File: src/eag_pkg.sv
package eag_pkg;

  // ****************************************************************
  // Widths
  // ****************************************************************
  localparam int ADDR_W = 64;
  localparam int SEL_W = 16;
  localparam int GPR_IDX_W = 4;
  localparam int SEG_IDX_W = 3;

  // ****************************************************************
  // Register numbers
  // ****************************************************************
  localparam logic [3:0] REG_STACK_PTR = 4'h4;
  localparam logic [3:0] REG_FRAME_PTR = 4'h5;

  // ****************************************************************
  // Far pointer layout
  // ****************************************************************
  localparam int FAR_OFS_LSB = 0;
  localparam int FAR_OFS_W = 32;
  localparam int FAR_SEL_LSB = 32;
  localparam int FAR_PTR_W = 48;

  // ****************************************************************
  // Enumerations
  // ****************************************************************
  typedef enum logic [2:0] {
    EAG_SEG_STRING, EAG_SEG_CODE, EAG_SEG_STACK, EAG_SEG_DATA, EAG_SEG_EXTRA_A, EAG_SEG_EXTRA_B
  } eag_seg_type;

  typedef enum logic [1:0] {
    EAG_MODE_LEGACY, EAG_MODE_COMPAT, EAG_MODE_LONG64
  } eag_mode_type;

  typedef enum logic [1:0] {
    EAG_ASZ_16, EAG_ASZ_32, EAG_ASZ_64
  } eag_asize_type;

  typedef enum logic [1:0] {
    EAG_DISP_NONE, EAG_DISP_8, EAG_DISP_16, EAG_DISP_32
  } eag_disp_type;

  typedef enum logic [1:0] {
    EAG_SCALE_1, EAG_SCALE_2, EAG_SCALE_4, EAG_SCALE_8
  } eag_scale_type;

  typedef enum logic [2:0] {
    EAG_REF_DATA, EAG_REF_FETCH, EAG_REF_PUSHPOP, EAG_REF_STRING_DST, EAG_REF_FAR_PTR
  } eag_ref_type;

  // ****************************************************************
  // Carriers
  // ****************************************************************
  typedef struct packed {
    logic valid;
    eag_ref_type ref_kind;
    eag_mode_type mode;
    eag_asize_type asize;
    logic wide_operand_flag;
    logic base_en;
    logic [GPR_IDX_W-1:0] base_idx;
    logic index_en;
    logic [GPR_IDX_W-1:0] index_idx;
    eag_scale_type scale;
    eag_disp_type disp_kind;
    logic [31:0] disp;
    logic ip_rel;
    logic override_en;
    eag_seg_type override_seg;
  } eag_req_type;

  typedef struct packed {
    logic valid;
    logic fault;
    eag_seg_type seg;
    logic [SEL_W-1:0] selector;
    logic [ADDR_W-1:0] eff_addr;
    logic [ADDR_W-1:0] lin_addr;
  } eag_resp_type;

endpackage

File: src/eag_seg_table.sv
`timescale 1ns/1ps
`default_nettype none

// Segment base and selector store, written by segment loads, read registered
module eag_seg_table
  import eag_pkg::*;
#(
  parameter int NUM_SEG = 6
) (
  input wire logic clock_in,
  input wire logic rst_n_in,
  input wire logic wr_en_in,
  input wire logic [SEG_IDX_W-1:0] wr_idx_in,
  input wire logic [SEL_W-1:0] wr_sel_in,
  input wire logic [ADDR_W-1:0] wr_base_in,
  input wire logic [SEG_IDX_W-1:0] rd_idx_in,
  output logic [SEL_W-1:0] rd_sel_out,
  output logic [ADDR_W-1:0] rd_base_out
);

  logic [SEL_W-1:0] sel_mem [NUM_SEG];
  logic [ADDR_W-1:0] base_mem [NUM_SEG];

  always_ff @(posedge clock_in or negedge rst_n_in) begin
    if (!rst_n_in) begin
      for (int i = 0; i < NUM_SEG; i++) begin
        sel_mem[i] <= '0;
        base_mem[i] <= '0;
      end
      rd_sel_out <= '0;
      rd_base_out <= '0;
    end else begin
      if (wr_en_in) begin
        sel_mem[wr_idx_in] <= wr_sel_in;
        base_mem[wr_idx_in] <= wr_base_in;
      end
      rd_sel_out <= sel_mem[rd_idx_in];
      rd_base_out <= base_mem[rd_idx_in];
    end
  end

endmodule

`default_nettype wire

File: src/eag_offset_adder.sv
`timescale 1ns/1ps
`default_nettype none

// Sums base, scaled index and displacement, truncated to the address size
module eag_offset_adder
  import eag_pkg::*;
(
  input wire logic base_en_in,
  input wire logic [ADDR_W-1:0] base_in,
  input wire logic index_en_in,
  input wire logic [ADDR_W-1:0] index_in,
  input wire eag_scale_type scale_in,
  input wire logic [ADDR_W-1:0] disp_in,
  input wire eag_asize_type asize_in,
  output logic [ADDR_W-1:0] sum_out
);

  function automatic logic [ADDR_W-1:0] trunc_asize(input logic [ADDR_W-1:0] v,
                                                    input eag_asize_type a);
    case (a)
      EAG_ASZ_16: trunc_asize = {48'h0, v[15:0]};
      EAG_ASZ_32: trunc_asize = {32'h0, v[31:0]};
      default: trunc_asize = v;
    endcase
  endfunction

  logic [ADDR_W-1:0] scaled;
  logic [ADDR_W-1:0] raw;

  always_comb begin
    scaled = '0;
    if (index_en_in) begin
      scaled = index_in << scale_in;
    end
    raw = (base_en_in ? base_in : '0) + scaled + disp_in;
    sum_out = trunc_asize(raw, asize_in);
  end

endmodule

`default_nettype wire

File: src/eag_core.sv
`timescale 1ns/1ps
`default_nettype none

module eag_core
  import eag_pkg::*;
#(
  parameter int NUM_GPR = 16
) (
  input wire logic clock_in,
  input wire logic rst_n_in,
  input wire eag_req_type req_in,
  input wire logic [NUM_GPR*ADDR_W-1:0] gpr_in,
  input wire logic [ADDR_W-1:0] next_instr_pointer_in,
  input wire logic [FAR_PTR_W-1:0] far_ptr_in,
  input wire logic seg_wr_en_in,
  input wire eag_seg_type seg_wr_idx_in,
  input wire logic [SEL_W-1:0] seg_wr_sel_in,
  input wire logic [ADDR_W-1:0] seg_wr_base_in,
  output eag_resp_type resp_out
);

  // ****************************************************************
  // Helpers
  // ****************************************************************
  function automatic logic [ADDR_W-1:0] read_gpr(input logic [GPR_IDX_W-1:0] idx,
                                                 input eag_mode_type m,
                                                 input logic wide,
                                                 input logic [NUM_GPR*ADDR_W-1:0] file);
    logic [ADDR_W-1:0] v;
    v = file[idx*ADDR_W +: ADDR_W];
    if (m == EAG_MODE_LONG64 && wide) begin
      read_gpr = v;
    end else begin
      read_gpr = {{32{v[31]}}, v[31:0]};
    end
  endfunction

  function automatic logic [ADDR_W-1:0] ext_disp(input eag_disp_type k,
                                                 input logic [31:0] d);
    case (k)
      EAG_DISP_8: ext_disp = {{56{d[7]}}, d[7:0]};
      EAG_DISP_16: ext_disp = {{48{d[15]}}, d[15:0]};
      EAG_DISP_32: ext_disp = {{32{d[31]}}, d};
      default: ext_disp = '0;
    endcase
  endfunction

  // ****************************************************************
  // Segment selection, stage 0
  // ****************************************************************
  eag_seg_type seg_sel;
  logic idx_fault;
  logic base_is_stack;
  logic long_flat;
  eag_asize_type asize_eff;

  always_comb begin
    base_is_stack = req_in.base_en &&
                    (req_in.base_idx == REG_STACK_PTR || req_in.base_idx == REG_FRAME_PTR);
    seg_sel = base_is_stack ? EAG_SEG_STACK : EAG_SEG_DATA;
    case (req_in.ref_kind)
      EAG_REF_FETCH: seg_sel = EAG_SEG_CODE;
      EAG_REF_PUSHPOP: seg_sel = EAG_SEG_STACK;
      EAG_REF_STRING_DST: seg_sel = EAG_SEG_STRING;
      default: begin
        if (req_in.override_en) begin
          seg_sel = req_in.override_seg;
        end
      end
    endcase
    idx_fault = req_in.index_en && req_in.index_idx == REG_STACK_PTR;
    long_flat = req_in.mode == EAG_MODE_LONG64;
    asize_eff = req_in.asize;
    if (!long_flat && asize_eff == EAG_ASZ_64) begin
      asize_eff = EAG_ASZ_32;
    end
  end

  // ****************************************************************
  // Offset computation
  // ****************************************************************
  logic [ADDR_W-1:0] base_val;
  logic [ADDR_W-1:0] index_val;
  logic [ADDR_W-1:0] disp_val;
  logic [ADDR_W-1:0] ea_sum;
  logic use_base;
  logic use_index;

  always_comb begin
    use_base = req_in.base_en || req_in.ip_rel;
    use_index = req_in.index_en && !idx_fault && !req_in.ip_rel;
    base_val = read_gpr(req_in.base_idx, req_in.mode, req_in.wide_operand_flag, gpr_in);
    index_val = read_gpr(req_in.index_idx, req_in.mode, req_in.wide_operand_flag, gpr_in);
    disp_val = ext_disp(req_in.disp_kind, req_in.disp);
    if (req_in.ip_rel) begin
      base_val = next_instr_pointer_in;
      disp_val = {{32{req_in.disp[31]}}, req_in.disp};
    end
    if (req_in.ref_kind == EAG_REF_FAR_PTR) begin
      disp_val = {32'h0, far_ptr_in[FAR_OFS_LSB +: FAR_OFS_W]};
    end
  end

  eag_offset_adder u_adder (
    .base_en_in(use_base),
    .base_in(base_val),
    .index_en_in(use_index),
    .index_in(index_val),
    .scale_in(req_in.scale),
    .disp_in(disp_val),
    .asize_in(asize_eff),
    .sum_out(ea_sum)
  );

  // ****************************************************************
  // Stage 1 registers, aligned with the segment table read
  // ****************************************************************
  logic s1_valid, next_s1_valid;
  logic s1_fault, next_s1_fault;
  logic s1_flat, next_s1_flat;
  logic s1_far, next_s1_far;
  logic [SEL_W-1:0] s1_far_sel, next_s1_far_sel;
  eag_seg_type s1_seg, next_s1_seg;
  logic [ADDR_W-1:0] s1_ea, next_s1_ea;
  logic [SEL_W-1:0] tbl_sel;
  logic [ADDR_W-1:0] tbl_base;

  eag_seg_table u_table (
    .clock_in(clock_in),
    .rst_n_in(rst_n_in),
    .wr_en_in(seg_wr_en_in),
    .wr_idx_in(seg_wr_idx_in),
    .wr_sel_in(seg_wr_sel_in),
    .wr_base_in(seg_wr_base_in),
    .rd_idx_in(seg_sel),
    .rd_sel_out(tbl_sel),
    .rd_base_out(tbl_base)
  );

  always_comb begin
    next_s1_valid = req_in.valid;
    next_s1_fault = req_in.valid && idx_fault;
    next_s1_flat = long_flat;
    next_s1_far = req_in.ref_kind == EAG_REF_FAR_PTR;
    next_s1_far_sel = far_ptr_in[FAR_SEL_LSB +: SEL_W];
    next_s1_seg = seg_sel;
    next_s1_ea = ea_sum;
  end

  always_ff @(posedge clock_in or negedge rst_n_in) begin
    if (!rst_n_in) begin
      s1_valid <= 1'b0;
      s1_fault <= 1'b0;
      s1_flat <= 1'b0;
      s1_far <= 1'b0;
      s1_far_sel <= '0;
      s1_seg <= EAG_SEG_DATA;
      s1_ea <= '0;
    end else begin
      s1_valid <= next_s1_valid;
      s1_fault <= next_s1_fault;
      s1_flat <= next_s1_flat;
      s1_far <= next_s1_far;
      s1_far_sel <= next_s1_far_sel;
      s1_seg <= next_s1_seg;
      s1_ea <= next_s1_ea;
    end
  end

  // ****************************************************************
  // Linear address, stage 2 output
  // ****************************************************************
  eag_resp_type next_resp;
  logic [ADDR_W-1:0] seg_base;

  always_comb begin
    seg_base = tbl_base;
    if (s1_flat && s1_seg != EAG_SEG_EXTRA_A && s1_seg != EAG_SEG_EXTRA_B) begin
      seg_base = '0;
    end
    next_resp.valid = s1_valid;
    next_resp.fault = s1_fault;
    next_resp.seg = s1_seg;
    next_resp.selector = s1_far ? s1_far_sel : tbl_sel;
    next_resp.eff_addr = s1_ea;
    next_resp.lin_addr = s1_ea + seg_base;
  end

  always_ff @(posedge clock_in or negedge rst_n_in) begin
    if (!rst_n_in) begin
      resp_out <= '0;
    end else begin
      resp_out <= next_resp;
    end
  end
endmodule

`default_nettype wire

File: config.mk
export PLATFORM = sky130hd
export DESIGN_NAME = eag_core
export DESIGN_NICKNAME = d
export VERILOG_FILES = /design/src/eag_pkg.sv /design/src/eag_seg_table.sv /design/src/eag_offset_adder.sv /design/src/eag_core.sv
export SDC_FILE = /design/constraint.sdc
export NUM_CORES = 2
export LEC_CHECK = 0
export ABC_AREA = 0
export BUFFER_PORTS_ARGS = -buffer_cell sky130_fd_sc_hd__buf_2
export CORE_AREA = 2 2 557 559
export CTS_BUF_LIST = sky130_fd_sc_hd__clkbuf_8
export CTS_CLUSTER_DIAMETER = 80
export DETAILED_ROUTE_END_ITERATION = 6
export DIE_AREA = 0 0 559 561
export PLACE_DENSITY_LB_ADDON = 0.25
export REMOVE_ABC_BUFFERS = 1
export SYNTH_ARGS = -nofsm -noshare
export SYNTH_HDL_FRONTEND = slang
export SYNTH_SLANG_ARGS = --single-unit
File: constraint.sdc
create_clock -name clock_in -period 3.75 [get_ports clock_in]
set_input_delay 0.375 -clock clock_in [delete_from_list [all_inputs] [get_ports clock_in]]
set_output_delay 0.375 -clock clock_in [all_outputs]
set_load 0.02 [all_outputs]
==> flow_summary.json <==
{
  "path_buf_inv": 7,
  "crit_path_start_kind": "input port",
  "ant_nets": 0,
  "p_leak_nw": 37.7,
  "synthToLayoutAreaGrowth_pct": 50.0,
  "synth_cells": 4459,
  "hold_slack_ns": 0.0713,
  "portBuffers": 1430,
  "cts_inserted_buffers": 148,
  "skew_ns": 0.0938,
  "max_slew_margin_pct": 16.7,
  "clk_path_buf_depth": 4,
  "die_w_um": 559,
  "max_stage_delay_ns": 0.61,
  "fin_crit_sh_pct": 130,
  "die_h_um": 561,
  "final_nets": 8331,
  "final_util_pct": 27.9,
  "grt_start_max_net_pins": 81,
  "initial_core_util_pct": 18.6,
  "final_hold_viol_count": 0,
  "synth-seq-area-share_pct": 34.8,
  "design_area_mm2": 0.0858,
  "detail_route.first_pass.iterations": 6,
  "grt_pass1_vias": 55674,
  "worst_slack_ns": -1.13,
  "p_int_mw": 25.2,
  "r2r_cells": 19,
  "worstPathRequired_ns": 4.41,
  "wl_met1_um": 151000,
  "dieArea_mm2": 0.314,
  "synth-seq-cells": 796,
  "top_layer": "met5",
  "min_path_type": "in2async",
  "critPathKind": "in2reg",
  "grt-ovfl-total": 0,
  "slowest_stage": "mux4_2",
  "setup_viol": 70,
  "post-route-min-period_ns": 4.88,
  "crit_arrival_ns": 5.55,
  "async_reset_ff_share_pct": 100,
  "cts_tree": "yes",
  "p_total_mw": 40.8,
  "critPathLaunch": "req_in[41]",
  "vdd_ir_drop_max_mv": 0.256,
  "clk_latency_ns": 0.89,
  "path_depth": 22,
  "grt.total_usage_pct": 23.7,
  "finalWirelength_um": 383000,
  "place_ws_ns": -2.48,
  "violations": "negative setup slack",
  "vias": 54711,
  "worst_slew_pin_slew_ns": 1.24,
  "worstPathMaxFanout": 6,
  "dp_hpwl_um": 324000,
  "place_area_mm2": 0.0766,
  "drc": 0,
  "clock_sinks": 796,
  "rsz0062_at_grt": "true",
  "wl_met2_um": 186000,
  "cap_violations": 0,
  "h-tree-depth": 4,
  "critical_path.top_delay_family": "multiplexers",
  "end_kind": "flip-flop",
  "boundaryPins": 1431,
  "grt_pass1_wl_um": 508000,
  "synth_area_per_cell_um2": 12.8,
  "viasPerCell": 4.82,
  "drtIter0Drc": 4999,
  "wire_per_inst_um": 33.8,
  "reg2reg_from": "s1_seg[1]",
  "synth_edf_count": 0,
  "place_congestion": 0.987,
  "pwr-share-clk_pct": 21.1,
  "yosysWarnings": 0,
  "swShare_pct": 38.3,
  "multi_input_area_mm2": 0.0383,
  "drive_above_1_share_pct": 62.7,
  "clockRootBuffer": "clkbuf_8",
  "antenna_found_initial": 372,
  "met3_length_um": 26600,
  "p_comb_share_pct": 47.7,
  "slew_viol_final": 0,
  "p_sw_mw": 15.6,
  "p_per_area_mw_per_mm2": 475,
  "clock.fmax_mhz": 205,
  "ys_types": 76,
  "rows": 204,
  "coreArea_mm2": 0.308,
  "crit_chain": "buf_16 > buf_12 > buf_16 > buf_12 > mux4_2 > mux4_2 > mux2_4 > a21oi_2 > fa_1 > inv_2 > ha_4 > a21oi_4 > nor2_2 > or4_4 > a221o_1 > o21ai_4 > a31oi_1 > buf_4 > a221oi_2 > buf_4 > mux2i_1 > o311ai_1",
  "regArea_mm2": 0.0199,
  "clkTransAtPathRegs_ns": 0.06,
  "outcome": "finished with violations",
  "power_frac_seq_pct": 31.1,
  "synth_area_mm2": 0.0572,
  "n_fill_cell": 32447,
  "synthFlopType": "dfrtp_1"
}
## stage by stage
stage          cells  setup TNS (ns)
2_1_floorplan   4105        -1806.55
3_3_place_gp   10610         -125.52
3_5_place_dp   10610         -124.34
4_1_cts        11047          -36.08
5_1_grt        11262          -51.25
6_report       11341          -45.54
## worst reg2reg max path, stage by stage (launching register included)
cell,delay (ns)
dfstp_2,0.55
o21ai_4,0.12
buf_6,0.15
buf_6,0.10
buf_6,0.12
buf_16,0.14
and2_4,0.16
ha_4,0.29
o21ai_1,0.10
a21oi_2,0.16
o41a_1,0.32
buf_6,0.15
o21ai_4,0.06
o311a_4,0.37
o41ai_4,0.25
buf_6,0.18
a22oi_2,0.08
buf_6,0.15
o31ai_4,0.27
xor2_1,0.16
## per-layer routing
metal | GRT usage [%] | vias up
li1 | - | 22425
met1 | 29.2 | 28450
met2 | 40.1 | 2907
met3 | 4.82 | 857
met4 | 9.98 | 72
met5 | 0 | -
## final cells by class
cell class | count | share of cell area [%]
Multi-Input combinational cell | 3164 | 44.7
Sequential cell | 796 | 23.2
Timing Repair Buffer | 2604 | 21.3
Tap cell | 4120 | 6.01
Clock buffer | 183 | 2.94
Antenna cell | 260 | 0.758
Inverter | 145 | 0.634
Clock inverter | 69 | 0.500
## cells in the final DEF, fill, tap and decap left out, types with 106 or more instances in the layout
master         instances
a21oi_1              149
buf_2               1419
buf_4                859
clkbuf_8             183
dfrtp_1              794
diode_2              260
dlygate4sd3_1        106
inv_1                175
mux2_2               511
mux2i_1              113
mux4_2               717
nand2_1              305
nor2_1               112
o21ai_0              143
## cell usage after synthesis (8+ instances only)
| library cell | count | area (um2) |
|---|---|---|
| a31oi_1 | 23 | 144 |
| mux2i_1 | 130 | 1300 |
| o22a_1 | 16 | 140 |
| o21ai_0 | 190 | 951 |
| o21bai_1 | 20 | 150 |
| a21o_1 | 76 | 571 |
| nand3_1 | 29 | 145 |
| nor3_1 | 44 | 220 |
| a211oi_1 | 19 | 143 |
| xnor2_1 | 61 | 534 |
| dfrtp_1 | 794 | 19900 |
| xor2_1 | 43 | 377 |
| or3_1 | 8 | 50.1 |
| fa_1 | 65 | 1300 |
| ha_1 | 125 | 1560 |
| nand4_1 | 25 | 156 |
| a22oi_1 | 70 | 526 |
| buf_1 | 52 | 195 |
| clkbuf_1 | 257 | 965 |
| o211ai_1 | 11 | 82.6 |
| mux4_2 | 717 | 16100 |
| nand2_1 | 337 | 1260 |
| mux2_2 | 521 | 5870 |
| o21a_1 | 21 | 158 |
| o22ai_1 | 10 | 62.6 |
| nor2b_1 | 13 | 81.3 |
| o21ai_1 | 12 | 60.1 |
| and2_1 | 78 | 488 |
| and3_1 | 23 | 144 |
| a22o_1 | 21 | 184 |
| or2_2 | 8 | 50.1 |
| a21oi_1 | 200 | 1000 |
| nor3b_1 | 12 | 90.1 |
| nand2b_1 | 12 | 75.1 |
| inv_1 | 145 | 544 |
| o31ai_1 | 10 | 75.1 |
| buf_2 | 37 | 185 |
| nor2_1 | 132 | 495 |
## registers in the layout, summed over array words and instances, names as in the netlist
name	cells
s1_flat	1
u_table.rd_sel_out	16
s1_valid	1
s1_far_sel	16
u_table.sel_mem	96
u_table.rd_base_out	64
u_table.base_mem	384
s1_ea	64
resp_out	149
s1_seg	3
s1_fault	1
s1_far	1
## power by group through the flow
stage	combinational (mW)	sequential, mW	clock, mW
2_1_floorplan	7.81	12.5	0
3_3_place_gp	17.0	12.8	0
3_5_place_dp	17.0	12.9	0
4_1_cts	18.8	12.8	8.97
5_1_grt	20.8	12.9	9.37
6_report	19.5	12.7	8.62
## worst paths after layout
check / endpoint / slack (ns)
min: s1_valid / 0.07
max reg2reg: resp_out[62] / -0.23
min in group clock_in: s1_far_sel[4] / 0.13
min reg2reg: resp_out[147] / 0.33
max: s1_ea[60] / -1.13
max in group asynchronous: resp_out[41] / 2.46
## logic make-up after synthesis
logic type,share of synthesized area (%)
AO/OA/AOI/OAI,8.27
XOR/XNOR,1.62
adder cells (fa/ha/maj),5.01
buffers and inverters,3.42
flip-flops,34.8
multiplexers,40.8
AND/OR/NAND/NOR,6.10
## timing repair
item | in CTS | in global routing
hold buffers | 106 | 0
setup buffers | 91 | 62
gates cloned | 7 | 0
resized for setup | 506 | 202
setup endpoints to repair | 87 | 83
hold endpoints to repair | 553 | 0
pin swaps | 156 | 175
(Power assumes the default switching activity.)
